**config.mk**
```make
export PLATFORM = sky130hd
export DESIGN_NAME = odsig_top
export DESIGN_NICKNAME = d
export VERILOG_FILES = /design/src/design/odsig_pkg.sv /design/src/design/odsig_top.sv
export SDC_FILE = /design/constraint.sdc
export NUM_CORES = 2
export LEC_CHECK = 0
export BUFFER_PORTS_ARGS = -buffer_cell sky130_fd_sc_hd__buf_2
export CAP_MARGIN = 30
export CORE_MARGIN = 2
export CORE_UTILIZATION = 30
export DETAILED_ROUTE_END_ITERATION = 8
export SYNTH_ARGS = -nofsm -noshare
export SYNTH_HDL_FRONTEND = slang
export SYNTH_SLANG_ARGS = --single-unit
```
**constraint.sdc**
```tcl
create_clock -name mclk -period 4.4 [get_ports mclk]
set_clock_uncertainty 0.05 [all_clocks]
set_input_delay 0.44 -clock mclk [delete_from_list [all_inputs] [get_ports mclk]]
set_output_delay 0.44 -clock mclk [all_outputs]
set_load 0.03 [all_outputs]
```
**src/design/odsig_pkg.sv**
```systemverilog
// Package for the option DMA setup, interrupt and general-purpose I/O block.
// Assumes one 100 MHz clock; the option pins are asynchronous to it.
package odsig_pkg;

	localparam int          WORD_W      = 32;
	localparam int          IRQ_W       = 26;
	localparam int          FIFO_DEPTH  = 15;
	localparam logic [3:0]  FIFO_LAST   = 4'he;
	// Room kept for words still in flight through the pin synchronisers
	localparam logic [3:0]  SPACE_LIMIT = 4'hc;
	localparam logic [31:0] ADDR_STEP   = 32'h0000_0004;

	// Register offsets
	localparam logic [7:0] OFF_STATUS = 8'h00;
	localparam logic [7:0] OFF_MASK   = 8'h04;
	localparam logic [7:0] OFF_CTRL   = 8'h08;
	localparam logic [7:0] OFF_RDP    = 8'h0c;
	localparam logic [7:0] OFF_TDP    = 8'h10;
	localparam logic [7:0] OFF_TWC    = 8'h14;
	localparam logic [7:0] OFF_BURST  = 8'h18;
	localparam logic [7:0] OFF_PMASK  = 8'h1c;

	// Control register fields
	localparam int CTRL_GPO_LSB = 0;
	localparam int CTRL_PAR_EN  = 8;
	localparam int CTRL_RX_EN   = 9;
	localparam int CTRL_TX_EN   = 10;

	// Status bit positions; bits 3..0 follow the general inputs
	localparam int ST_GPI_W    = 4;
	localparam int ST_OPT_PAR  = 4;
	localparam int ST_SYS_PAR  = 5;
	localparam int ST_TX_DONE  = 6;
	localparam int ST_RXA_LOAD = 7;
	localparam int ST_TXA_LOAD = 8;
	localparam int ST_CTL_LOAD = 9;

	// Values after reset
	localparam logic [25:0] MASK_RST  = 26'h0;
	localparam logic [31:0] CTRL_RST  = 32'h0;
	localparam logic [31:0] PMASK_RST = 32'hffff_ffff;

	typedef enum logic [1:0] {
		ODSIG_TAG_DATA = 2'h0,
		ODSIG_TAG_RXA  = 2'h1,
		ODSIG_TAG_TXA  = 2'h2,
		ODSIG_TAG_CTL  = 2'h3
	} odsig_tag_t;

	typedef enum logic [3:0] {
		ODSIG_IDLE = 4'h1,
		ODSIG_PIO  = 4'h2,
		ODSIG_RXWR = 4'h4,
		ODSIG_TXRD = 4'h8
	} odsig_own_t;

	typedef struct packed {
		odsig_tag_t  tag;
		logic [31:0] word;
	} odsig_entry_t;

	typedef struct packed {
		logic        clk;
		logic        rx_addr_load_n;
		logic        tx_addr_load_n;
		logic        rx_data_strobe_n;
		logic        tx_dack_n;
		logic        par;
		logic [31:0] option_bus;
		logic [3:0]  gp_inputs;
	} odsig_opin_t;

	typedef struct packed {
		logic        req;
		logic        we;
		logic [7:0]  addr;
		logic [31:0] wdata;
	} odsig_sys_t;

	typedef struct packed {
		logic        req;
		logic        we;
		logic [31:0] addr;
		logic [31:0] wdata;
		logic        wpar;
	} odsig_mem_t;

endpackage

```
**src/design/odsig_top.sv**
```systemverilog
// Option-side DMA setup words, interrupt aggregation, parity and GPIO.
// Assumes system requests and memory answers share mclk; option pins do not.
`timescale 1ns/1ps
`default_nettype none

////////////////////////////////////////////////////////////////////////////
module odsig_top (
	input  wire logic                  mclk,
	input  wire logic                  rst_n,
	input  wire odsig_pkg::odsig_sys_t sys_in,
	output logic [31:0]                sys_rdata,
	output logic                       sys_ack,
	output odsig_pkg::odsig_mem_t      mem_out,
	input  wire logic [31:0]           mem_rdata,
	input  wire logic                  mem_rpar,
	input  wire logic                  mem_ack,
	input  wire odsig_pkg::odsig_opin_t opin,
	output logic                       rx_space_ok_n,
	output logic                       tx_valid_n,
	output logic [31:0]                tx_data,
	output logic                       tx_par,
	output logic [7:0]                 gp_outputs,
	output logic                       system_irq_n
);

	typedef struct packed {
		odsig_pkg::odsig_opin_t                s1;
		odsig_pkg::odsig_opin_t                s2;
		logic                                  clk_prev;
		odsig_pkg::odsig_entry_t [14:0]        fifo;
		logic [3:0]                            rd;
		logic [3:0]                            wr;
		logic [3:0]                            count;
		odsig_pkg::odsig_own_t                 own;
		odsig_pkg::odsig_mem_t                 mem;
		logic [31:0]                           rdata;
		logic                                  ack;
		logic [25:0]                           status;
		logic [25:0]                           mask;
		logic [31:0]                           ctrl;
		logic [31:0]                           rx_data_pointer;
		logic [31:0]                           tx_data_pointer;
		logic [23:0]                           tx_word_count;
		logic [7:0]                            burst;
		logic [31:0]                           pmask;
		logic [31:0]                           tx_hold;
		logic                                  tx_par;
		logic                                  tx_full;
		logic                                  rx_turn;
	} odsig_state_t;

	odsig_state_t state_reg;
	odsig_state_t state_next;

	////////////////////////////////////////////////////////////////////////
	// Helpers

	function automatic logic [3:0] odsig_step(input logic [3:0] p);
		odsig_step = (p == odsig_pkg::FIFO_LAST) ? 4'h0 : 4'(p + 4'h1);
	endfunction

	function automatic logic [31:0] odsig_merge(input logic [31:0] old_v,
			input logic [31:0] new_v, input logic [31:0] m);
		odsig_merge = (old_v & ~m) | (new_v & m);
	endfunction

	////////////////////////////////////////////////////////////////////////
	// Next state

	always_comb begin
		odsig_state_t           r;
		odsig_state_t           n;
		odsig_pkg::odsig_entry_t head;
		odsig_pkg::odsig_tag_t  tag;
		logic                   op_edge;
		logic                   push;
		logic                   pop;
		logic                   par_en;
		logic                   head_ok;
		logic                   rx_want;
		logic                   tx_want;
		logic [25:0]            set_bits;
		logic [25:0]            clr_bits;
		r = state_reg;
		n = state_reg;
		head = r.fifo[r.rd];
		tag = odsig_pkg::ODSIG_TAG_DATA;
		push = 1'b0;
		pop = 1'b0;
		op_edge = 1'b0;
		rx_want = 1'b0;
		tx_want = 1'b0;
		set_bits = 26'h0;
		clr_bits = 26'h0;
		par_en = r.ctrl[odsig_pkg::CTRL_PAR_EN];
		head_ok = (r.count != 4'h0);

		// Option pins: two flops, then edge detect on the second stage
		n.s1 = opin;
		n.s2 = r.s1;
		n.clk_prev = r.s2.clk;
		op_edge = r.s2.clk & ~r.clk_prev;
		n.ack = 1'b0;

		// Shared bus: one owner at a time
		rx_want = head_ok && (head.tag == odsig_pkg::ODSIG_TAG_DATA) &&
			r.ctrl[odsig_pkg::CTRL_RX_EN];
		tx_want = (r.tx_word_count != 24'h0) && !r.tx_full &&
			r.ctrl[odsig_pkg::CTRL_TX_EN];
		case (r.own)
			odsig_pkg::ODSIG_IDLE: begin
				// Register access first, then DMA in turn
				if (sys_in.req && !r.ack) begin
					n.own = odsig_pkg::ODSIG_PIO;
				end else if (rx_want && (r.rx_turn || !tx_want)) begin
					n.own = odsig_pkg::ODSIG_RXWR;
					n.rx_turn = 1'b0;
					n.mem.req = 1'b1;
					n.mem.we = 1'b1;
					n.mem.addr = r.rx_data_pointer;
					n.mem.wdata = head.word;
					n.mem.wpar = ~^head.word;
				end else if (tx_want) begin
					// Fills transmit side while option keeps queueing
					n.own = odsig_pkg::ODSIG_TXRD;
					n.rx_turn = 1'b1;
					n.mem.req = 1'b1;
					n.mem.we = 1'b0;
					n.mem.addr = r.tx_data_pointer;
					n.mem.wdata = 32'h0;
					n.mem.wpar = 1'b0;
				end
			end
			odsig_pkg::ODSIG_PIO: begin
				n.own = odsig_pkg::ODSIG_IDLE;
				n.ack = 1'b1;
				n.rdata = 32'h0;
				case (sys_in.addr)
					odsig_pkg::OFF_STATUS: begin
						// Live inputs in low bits, unmasked
						n.rdata = {6'h0, r.status[25:4], r.s2.gp_inputs};
						if (sys_in.we) begin
							clr_bits = sys_in.wdata[25:0];
						end
					end
					odsig_pkg::OFF_MASK: begin
						n.rdata = {6'h0, r.mask};
						if (sys_in.we) begin
							n.mask = sys_in.wdata[25:0];
						end
					end
					odsig_pkg::OFF_CTRL: begin
						n.rdata = r.ctrl;
						if (sys_in.we) begin
							n.ctrl = sys_in.wdata;
						end
					end
					odsig_pkg::OFF_RDP: begin
						n.rdata = r.rx_data_pointer;
						if (sys_in.we) begin
							n.rx_data_pointer = sys_in.wdata;
						end
					end
					odsig_pkg::OFF_TDP: begin
						n.rdata = r.tx_data_pointer;
						if (sys_in.we) begin
							n.tx_data_pointer = sys_in.wdata;
						end
					end
					odsig_pkg::OFF_TWC: begin
						n.rdata = {8'h0, r.tx_word_count};
						if (sys_in.we) begin
							n.tx_word_count = sys_in.wdata[23:0];
						end
					end
					odsig_pkg::OFF_BURST: begin
						n.rdata = {24'h0, r.burst};
						if (sys_in.we) begin
							n.burst = sys_in.wdata[7:0];
						end
					end
					odsig_pkg::OFF_PMASK: begin
						n.rdata = r.pmask;
						if (sys_in.we) begin
							n.pmask = sys_in.wdata;
						end
					end
					default: begin
						n.rdata = 32'h0;
					end
				endcase
			end
			odsig_pkg::ODSIG_RXWR: begin
				if (mem_ack) begin
					n.own = odsig_pkg::ODSIG_IDLE;
					n.mem.req = 1'b0;
					n.rx_data_pointer = r.rx_data_pointer + odsig_pkg::ADDR_STEP;
					pop = 1'b1;
				end
			end
			odsig_pkg::ODSIG_TXRD: begin
				if (mem_ack) begin
					n.own = odsig_pkg::ODSIG_IDLE;
					n.mem.req = 1'b0;
					n.tx_hold = mem_rdata;
					n.tx_par = ~^mem_rdata;
					n.tx_full = 1'b1;
					n.tx_data_pointer = r.tx_data_pointer + odsig_pkg::ADDR_STEP;
					n.tx_word_count = r.tx_word_count - 24'h1;
					if (r.tx_word_count == 24'h1) begin
						set_bits[odsig_pkg::ST_TX_DONE] = 1'b1;
					end
					if (par_en && !(^{mem_rdata, mem_rpar})) begin
						set_bits[odsig_pkg::ST_SYS_PAR] = 1'b1;
					end
				end
			end
			default: begin
				n.own = odsig_pkg::ODSIG_IDLE;
				n.mem.req = 1'b0;
			end
		endcase

		// Setup words are used up here and never reach memory
		if (head_ok) begin
			case (head.tag)
				odsig_pkg::ODSIG_TAG_RXA: begin
					n.rx_data_pointer = odsig_merge(r.rx_data_pointer, head.word, r.pmask);
					set_bits[odsig_pkg::ST_RXA_LOAD] = 1'b1;
					pop = 1'b1;
				end
				odsig_pkg::ODSIG_TAG_TXA: begin
					// Held at the head while a transmit count is running
					if (r.tx_word_count == 24'h0 && r.own != odsig_pkg::ODSIG_TXRD) begin
						n.tx_data_pointer = odsig_merge(r.tx_data_pointer, head.word, r.pmask);
						set_bits[odsig_pkg::ST_TXA_LOAD] = 1'b1;
						pop = 1'b1;
					end
				end
				odsig_pkg::ODSIG_TAG_CTL: begin
					if (r.own != odsig_pkg::ODSIG_TXRD) begin
						n.burst = head.word[31:24];
						n.tx_word_count = head.word[23:0];
						set_bits[odsig_pkg::ST_CTL_LOAD] = 1'b1;
						pop = 1'b1;
					end
				end
				default: begin
				end
			endcase
		end

		// Capture on the option clock edge after a strobe
		if (!r.s2.rx_addr_load_n && r.s2.tx_addr_load_n) begin
			tag = odsig_pkg::ODSIG_TAG_RXA;
		end else if (r.s2.rx_addr_load_n && !r.s2.tx_addr_load_n) begin
			tag = odsig_pkg::ODSIG_TAG_TXA;
		end else if (!r.s2.rx_addr_load_n && !r.s2.tx_addr_load_n) begin
			tag = odsig_pkg::ODSIG_TAG_CTL;
		end
		if (op_edge && (!r.s2.rx_addr_load_n || !r.s2.tx_addr_load_n ||
				!r.s2.rx_data_strobe_n) &&
				r.count != 4'(odsig_pkg::FIFO_DEPTH)) begin
			n.fifo[r.wr] = '{tag: tag, word: r.s2.option_bus};
			n.wr = odsig_step(r.wr);
			push = 1'b1;
			if (par_en && !(^{r.s2.option_bus, r.s2.par})) begin
				set_bits[odsig_pkg::ST_OPT_PAR] = 1'b1;
			end
		end
		if (pop) begin
			n.rd = odsig_step(r.rd);
		end
		n.count = 4'(r.count + {3'h0, push} - {3'h0, pop});

		// Transmit word leaves on the option's acknowledge
		if (op_edge && !r.s2.tx_dack_n && r.tx_full) begin
			n.tx_full = 1'b0;
		end

		// Set wins over a same-cycle clear; low bits follow inputs
		n.status = (r.status & ~clr_bits) | set_bits;
		n.status[3:0] = r.s2.gp_inputs;
		state_next = n;
	end

	////////////////////////////////////////////////////////////////////////
	// State register

	always_ff @(posedge mclk) begin
		if (!rst_n) begin
			state_reg <= '0;
			state_reg.own <= odsig_pkg::ODSIG_IDLE;
			state_reg.mask <= odsig_pkg::MASK_RST;
			state_reg.ctrl <= odsig_pkg::CTRL_RST;
			state_reg.pmask <= odsig_pkg::PMASK_RST;
			state_reg.s1.rx_addr_load_n <= 1'b1;
			state_reg.s1.tx_addr_load_n <= 1'b1;
			state_reg.s1.rx_data_strobe_n <= 1'b1;
			state_reg.s1.tx_dack_n <= 1'b1;
			state_reg.s2.rx_addr_load_n <= 1'b1;
			state_reg.s2.tx_addr_load_n <= 1'b1;
			state_reg.s2.rx_data_strobe_n <= 1'b1;
			state_reg.s2.tx_dack_n <= 1'b1;
		end else begin
			state_reg <= state_next;
		end
	end

	////////////////////////////////////////////////////////////////////////
	// Outputs

	assign sys_rdata = state_reg.rdata;
	assign sys_ack = state_reg.ack;
	assign mem_out = state_reg.mem;
	// Threshold leaves room for strobes already in the synchroniser
	assign rx_space_ok_n = !(state_reg.count < odsig_pkg::SPACE_LIMIT);
	assign tx_valid_n = !state_reg.tx_full;
	assign tx_data = state_reg.tx_hold;
	assign tx_par = state_reg.tx_par;
	assign gp_outputs = state_reg.ctrl[odsig_pkg::CTRL_GPO_LSB +: 8];
	assign system_irq_n = !(|(state_reg.status & state_reg.mask));

endmodule

`default_nettype wire

```
# Yosys cells after proc, flatten, opt, wreduce, memory -nomap -nowiden
# Index checks and enable logic that the tools add are counted.
# word_totals
word_cells	234
ff_bits	958
# classes
n_addsub	7
bitwise_logic	15
n_mux	64
n_lt_le_gt_ge	4
eq_ne	23
reduce_logical	51
# ops
operator	count
510-bit bitwise mux	1
32-bit 2-to-1 mux	12
32-bit case mux with 8 select lines	1
71-bit 2-to-1 mux	2
34-bit binary-select mux with 4-bit select	1
34-bit demux with 4-bit select	1
56-bit case mux with 2 select lines	1
32-bit AND	3
96-bit 2-to-1 mux	1
26-bit 2-to-1 mux	3
34-bit 2-to-1 mux	2
67-bit 2-to-1 mux	1
33-bit parity	2
32-bit by 3-bit adder with 32-bit output, second input constant	2
32-bit bitwise OR	2
32-bit case mux with 2 select lines	1
32-bit XNOR reduction	2
56-bit 2-to-1 mux	1
26-bit AND	2
24-bit 2-to-1 mux	2
40-bit 2-to-1 mux	1
8-bit by 5-bit equality test with 1-bit output, second input constant	4
32-bit inverter	1
26-bit inverter	1
other kinds (45)	114

# Depth between registers and ports, before layout
# logic_depth
ltp_word	9
ltp_mapped	16
mapped_depth_nobuf	14

# Least setup slack after synthesis
# Ideal clock, no wire load.
# synth_timing
path_kind	register to register
from	register state_reg[84] (netlist name)
to	register state_reg[353] (netlist name)
arrival_time_ns	3.024
path_slack_ns	1.199
path_stages_with_launch	16
setup_time_ns	0.128
path_buffers	1
cell_sequence	dfxtp_1 > clkbuf_1 > nor4_2 > or3b_2 > nor2_1 > nand3_1 > nor2_1 > o221ai_1 > nand2_1 > ha_1 > inv_1 > ha_1 > inv_1 > fa_1 > xor2_1 > nor2_1
# synth_between
elab_chain_cells	6
# synth_rtl
item	line	rtl
start: declaration	odsig_top.sv:52	odsig_state_t state_reg;
start signal: assignment	odsig_top.sv:306	state_reg <= state_next;
24-bit logical NOT	odsig_top.sv:234	if (r.tx_word_count == 24'h0 && r.own != odsig_pkg::ODSIG_TXRD) begin
1-bit logical AND	odsig_top.sv:234	
1-bit 2-to-1 mux	odsig_top.sv:234	
1-bit case mux with 3 select lines	odsig_top.sv:226	case (head.tag)
1-bit 2-to-1 mux	odsig_top.sv:225	if (head_ok) begin
4-bit by 1-bit subtractor with 4-bit output	odsig_top.sv:274	n.count = 4'(r.count + {3'h0, push} - {3'h0, pop});
# No other way between the ends.
# A chain may end at the register's enable or synchronous reset.

# Worst setup path after layout
# layout_timing
from	register state_reg[359] (netlist name)
to	register state_reg (netlist bit mem_out[0])
# layout_between
elab_chain_cells	8
word_cells_on_any_way	10
classes_between	mux (3); reduce/logical (7)
# layout_rtl
item	line	rtl
34-bit binary-select mux with 4-bit select (*)	odsig_top.sv:86	head = r.fifo[r.rd];
34-bit 2-to-1 mux (not written as such) (*)	odsig_top.sv:86	
2-bit logical NOT	odsig_top.sv:106	rx_want = head_ok && (head.tag == odsig_pkg::ODSIG_TAG_DATA) &&
1-bit logical AND (2 in a row)	odsig_top.sv:106	
1-bit logical AND	odsig_top.sv:115	end else if (rx_want && (r.rx_turn || !tx_want)) begin
2-bit nonzero test (no line)	-	
3-bit AND reduction (no line)	-	
# Mark *: on every way between the ends. The rest lies on a longest branch, timed or not. The select of a mux whose other input is x is not followed.

==> flow_summary.json <==
{
  "setup_tns_ps": 0,
  "setup_viol": 0,
  "post_cts_buffers": 0,
  "syn_to_final_growth_pct": 15.41,
  "maxSlewHeadroom": 0.2792,
  "path_class": "reg2reg",
  "worst_slew_pin_slew_ps": 1080,
  "cts_inserted_buffers": 106,
  "cp_max_fo": 31,
  "cp.required_ps": 4970,
  "cts_buffer_depth": 3,
  "syn-mean-instance-area_sq_um": 8.324,
  "ctsHoldBuffers": 99,
  "crit_top_cell": "xnor2_1",
  "peakVddDrop_v": 0.0003188,
  "arrival_ps": 4400,
  "finalCriticalPeriod_ps": 3832,
  "grt_pass1_vias": 37140,
  "final_util": 0.3475,
  "drt-initial-drc-count": 4679,
  "netlist_area_sq_um": 43730,
  "drive_above_1_share": 0.1412,
  "synth_fp_nets": 5385,
  "postSynthCellCount": 5253,
  "max_freq_mhz": 260.9,
  "cp-end-kind": "flop",
  "largest_reg_flops": 706,
  "cts-root-buf": "clkbuf_16",
  "clockPowerShare": 0.480,
  "switching_power_mw": 4.498,
  "io_pins": 264,
  "ys_seq_area_frac": 0.4386,
  "start_util": 0.3011,
  "wl_per_cell_microns": 22.42,
  "async_reset_ff_frac": 0,
  "leakagePower_nw": 17.51,
  "core-area_sq_um": 145200,
  "crit_chain": "buf_4, mux4_2, or2_2, a31o_2, xnor2_1, xnor2_1, xnor2_1, xnor2_1, xnor2_1, o21ai_1",
  "synth_top_family_by_area": "compound AO/OA/AOI/OAI gates",
  "h-tree-depth": 3,
  "yosysUniqueCellTypes": 82,
  "fillerInstances": 14850,
  "hold_viol_final": 0,
  "die_w_microns": 385.8,
  "portBuffers": 263,
  "numClockSinks": 958,
  "grt_pass1_wl_microns": 240300,
  "cts_resized": 0,
  "gr-total-overflow": 0,
  "grt_antenna_before_repair": 3,
  "slowest_stage": "dfxtp_4",
  "drcViolationCount": 0,
  "firstDrtPassIters": 8,
  "max_stage_delay_ps": 750,
  "status": "completed",
  "ys_ff_latch": 958,
  "final_common_cell": "nand2_1",
  "via_count": 39320,
  "p_seq_frac": 0.471,
  "synthXorXnorAreaFrac": 0.02009,
  "synth_compound_area_frac": 0.2011,
  "viasPerCell": 5.425,
  "yosysWarnings": 0,
  "max_cap_violations": 0,
  "dp_hpwl_microns": 103900,
  "postRouteAntennaNets": 0,
  "clk_latency_ps": 730,
  "fin_ws_ps": 567.6,
  "finalPower_mw": 18.83,
  "grt_max_degree": 159,
  "swShare": 0.2389,
  "die_y_microns": 385.8,
  "hold_class": "in2reg",
  "synthSimpleGateAreaFrac": 0.1967,
  "final_cell_mix": "nand2_1, dfxtp_1, a21oi_1, buf_2, a21boi_0",
  "synth_enable_flop_cells": 0,
  "drt_wl_total_microns": 162500,
  "pre_cts_ws_ps": 511.9,
  "min_period_over_period": 0.8710,
  "rsz0062_at_grt": "false",
  "comb_power_share": 0.049,
  "clk_pin_slew_ps": 60,
  "multi_input_area_sq_um": 21500,
  "finalInstanceArea_sq_um": 50460,
  "num_rows": 140,
  "register_area_sq_um": 19190,
  "powerDensity_nw_per_um2": 373.2,
  "ys.flop_type": "dfxtp_1",
  "power.internal_mw": 14.33,
  "gr-usage-all-layers": 0.2116,
  "drv_slew": 0,
  "fin_nets": 5377,
  "gp_congestion": 0.9101,
  "synth_fa_ha_area_frac": 0.003605,
  "antenna_cells": 0,
  "placed_cell_area_sq_um": 45950,
  "synthMuxAreaShare": 0.06650,
  "cts_tree": "yes",
  "cp-start-kind": "flop",
  "die-area_sq_um": 148800
}
==> path summary, 6_finish.rpt <==
path	depth (start not counted)	to	from	slack, ps
setup / recovery	10	mem_out[0]$_SDFFE_PN0P_	state_reg[359]$_SDFFE_PN0P_	570
hold / removal	3	tx_data[24]$_SDFFE_PN0P_	mem_rdata[24]	70
setup reg to reg	10	mem_out[0]$_SDFFE_PN0P_	state_reg[359]$_SDFFE_PN0P_	570
hold reg to reg	1	state_reg[888]$_SDFF_PN0_	state_next[888]$_SDFF_PN0_	380
==> per-stage QoR <==
stage | hold WS, ps | cells
finish | 68.79 | 7249
global route | 53.24 | 7249
CTS | 10.25 | 7249
detailed placement | 354.4 | 6955
global placement | 361.9 | 6953
floorplan | 336.3 | 5253
==> layer usage <==
metal	wire, microns	GRT usage	share of wire	vias to the layer above
met5	26	0	0.00016	-
met4	5589	0.07580	0.034	4
met3	15260	0.04674	0.094	325
met2	72890	0.3308	0.45	1893
met1	68780	0.2855	0.42	19130
li1	-	-	-	17970
==> cell type report <==
class                      count  area share
inverter                      66    0.005058
tap                         1917     0.04753
clock inverter                37    0.007364
sequential                   958      0.3802
multi-input combinational   3618      0.4261
clock buffer                 158     0.06246
timing repair buffer         495     0.07121
==> cell usage after synthesis, types with 27 or more instances <==
| cell type | count | share of area |
|---|---|---|
| inv_1 | 65 | 0.0056 |
| a211oi_1 | 72 | 0.012 |
| mux2i_1 | 73 | 0.017 |
| o21ai_0 | 109 | 0.012 |
| o221ai_1 | 32 | 0.0064 |
| a22oi_1 | 118 | 0.020 |
| nand2_1 | 1431 | 0.12 |
| o211a_1 | 37 | 0.0085 |
| mux4_2 | 93 | 0.048 |
| dfxtp_1 | 958 | 0.44 |
| nand3_1 | 96 | 0.011 |
| a21oi_1 | 431 | 0.049 |
| nor2_1 | 200 | 0.017 |
| xnor2_1 | 85 | 0.017 |
| a31oi_1 | 29 | 0.0041 |
| and2_1 | 101 | 0.014 |
| nor3_1 | 57 | 0.0065 |
| a222oi_1 | 63 | 0.014 |
| a21boi_0 | 209 | 0.036 |
| buf_2 | 27 | 0.0031 |
| a221oi_1 | 34 | 0.0068 |
| buf_4 | 154 | 0.026 |
| nand2b_1 | 30 | 0.0043 |
| a22o_1 | 31 | 0.0062 |
| clkbuf_1 | 410 | 0.035 |
==> power groups by stage <==
stage	combinational, mW	sequential [mW]	clock [mW]
global placement	0.847	9.05	0
detailed placement	0.855	9.05	0
CTS	0.928	8.86	9.20
finish	0.930	8.86	9.04
global route	0.988	8.87	9.56
floorplan	0.570	8.96	0
==> kinds of logic (layout without fill, tap and decap cells) <==
kind of cell             after synthesis  in the layout
AND/OR/NAND/NOR                     2050           2050
AO/OA/AOI/OAI                       1287           1287
flip-flops                           958            958
buffers and inverters                677            756
multiplexers                         172            172
XOR/XNOR                              97             97
adder cells (fa/ha/maj)               12             12
==> worst max-delay path: cells and delay by family, from the launching register on <==
family / cells / cell delay (ps)
compound gates: 2 / 330
simple gates: 1 / 280
mux: 1 / 530
flops: 1 / 750
xor+xnor: 5 / 1360
buf+inv: 1 / 410
No activity file was read; power rests on OpenSTA's default activity.
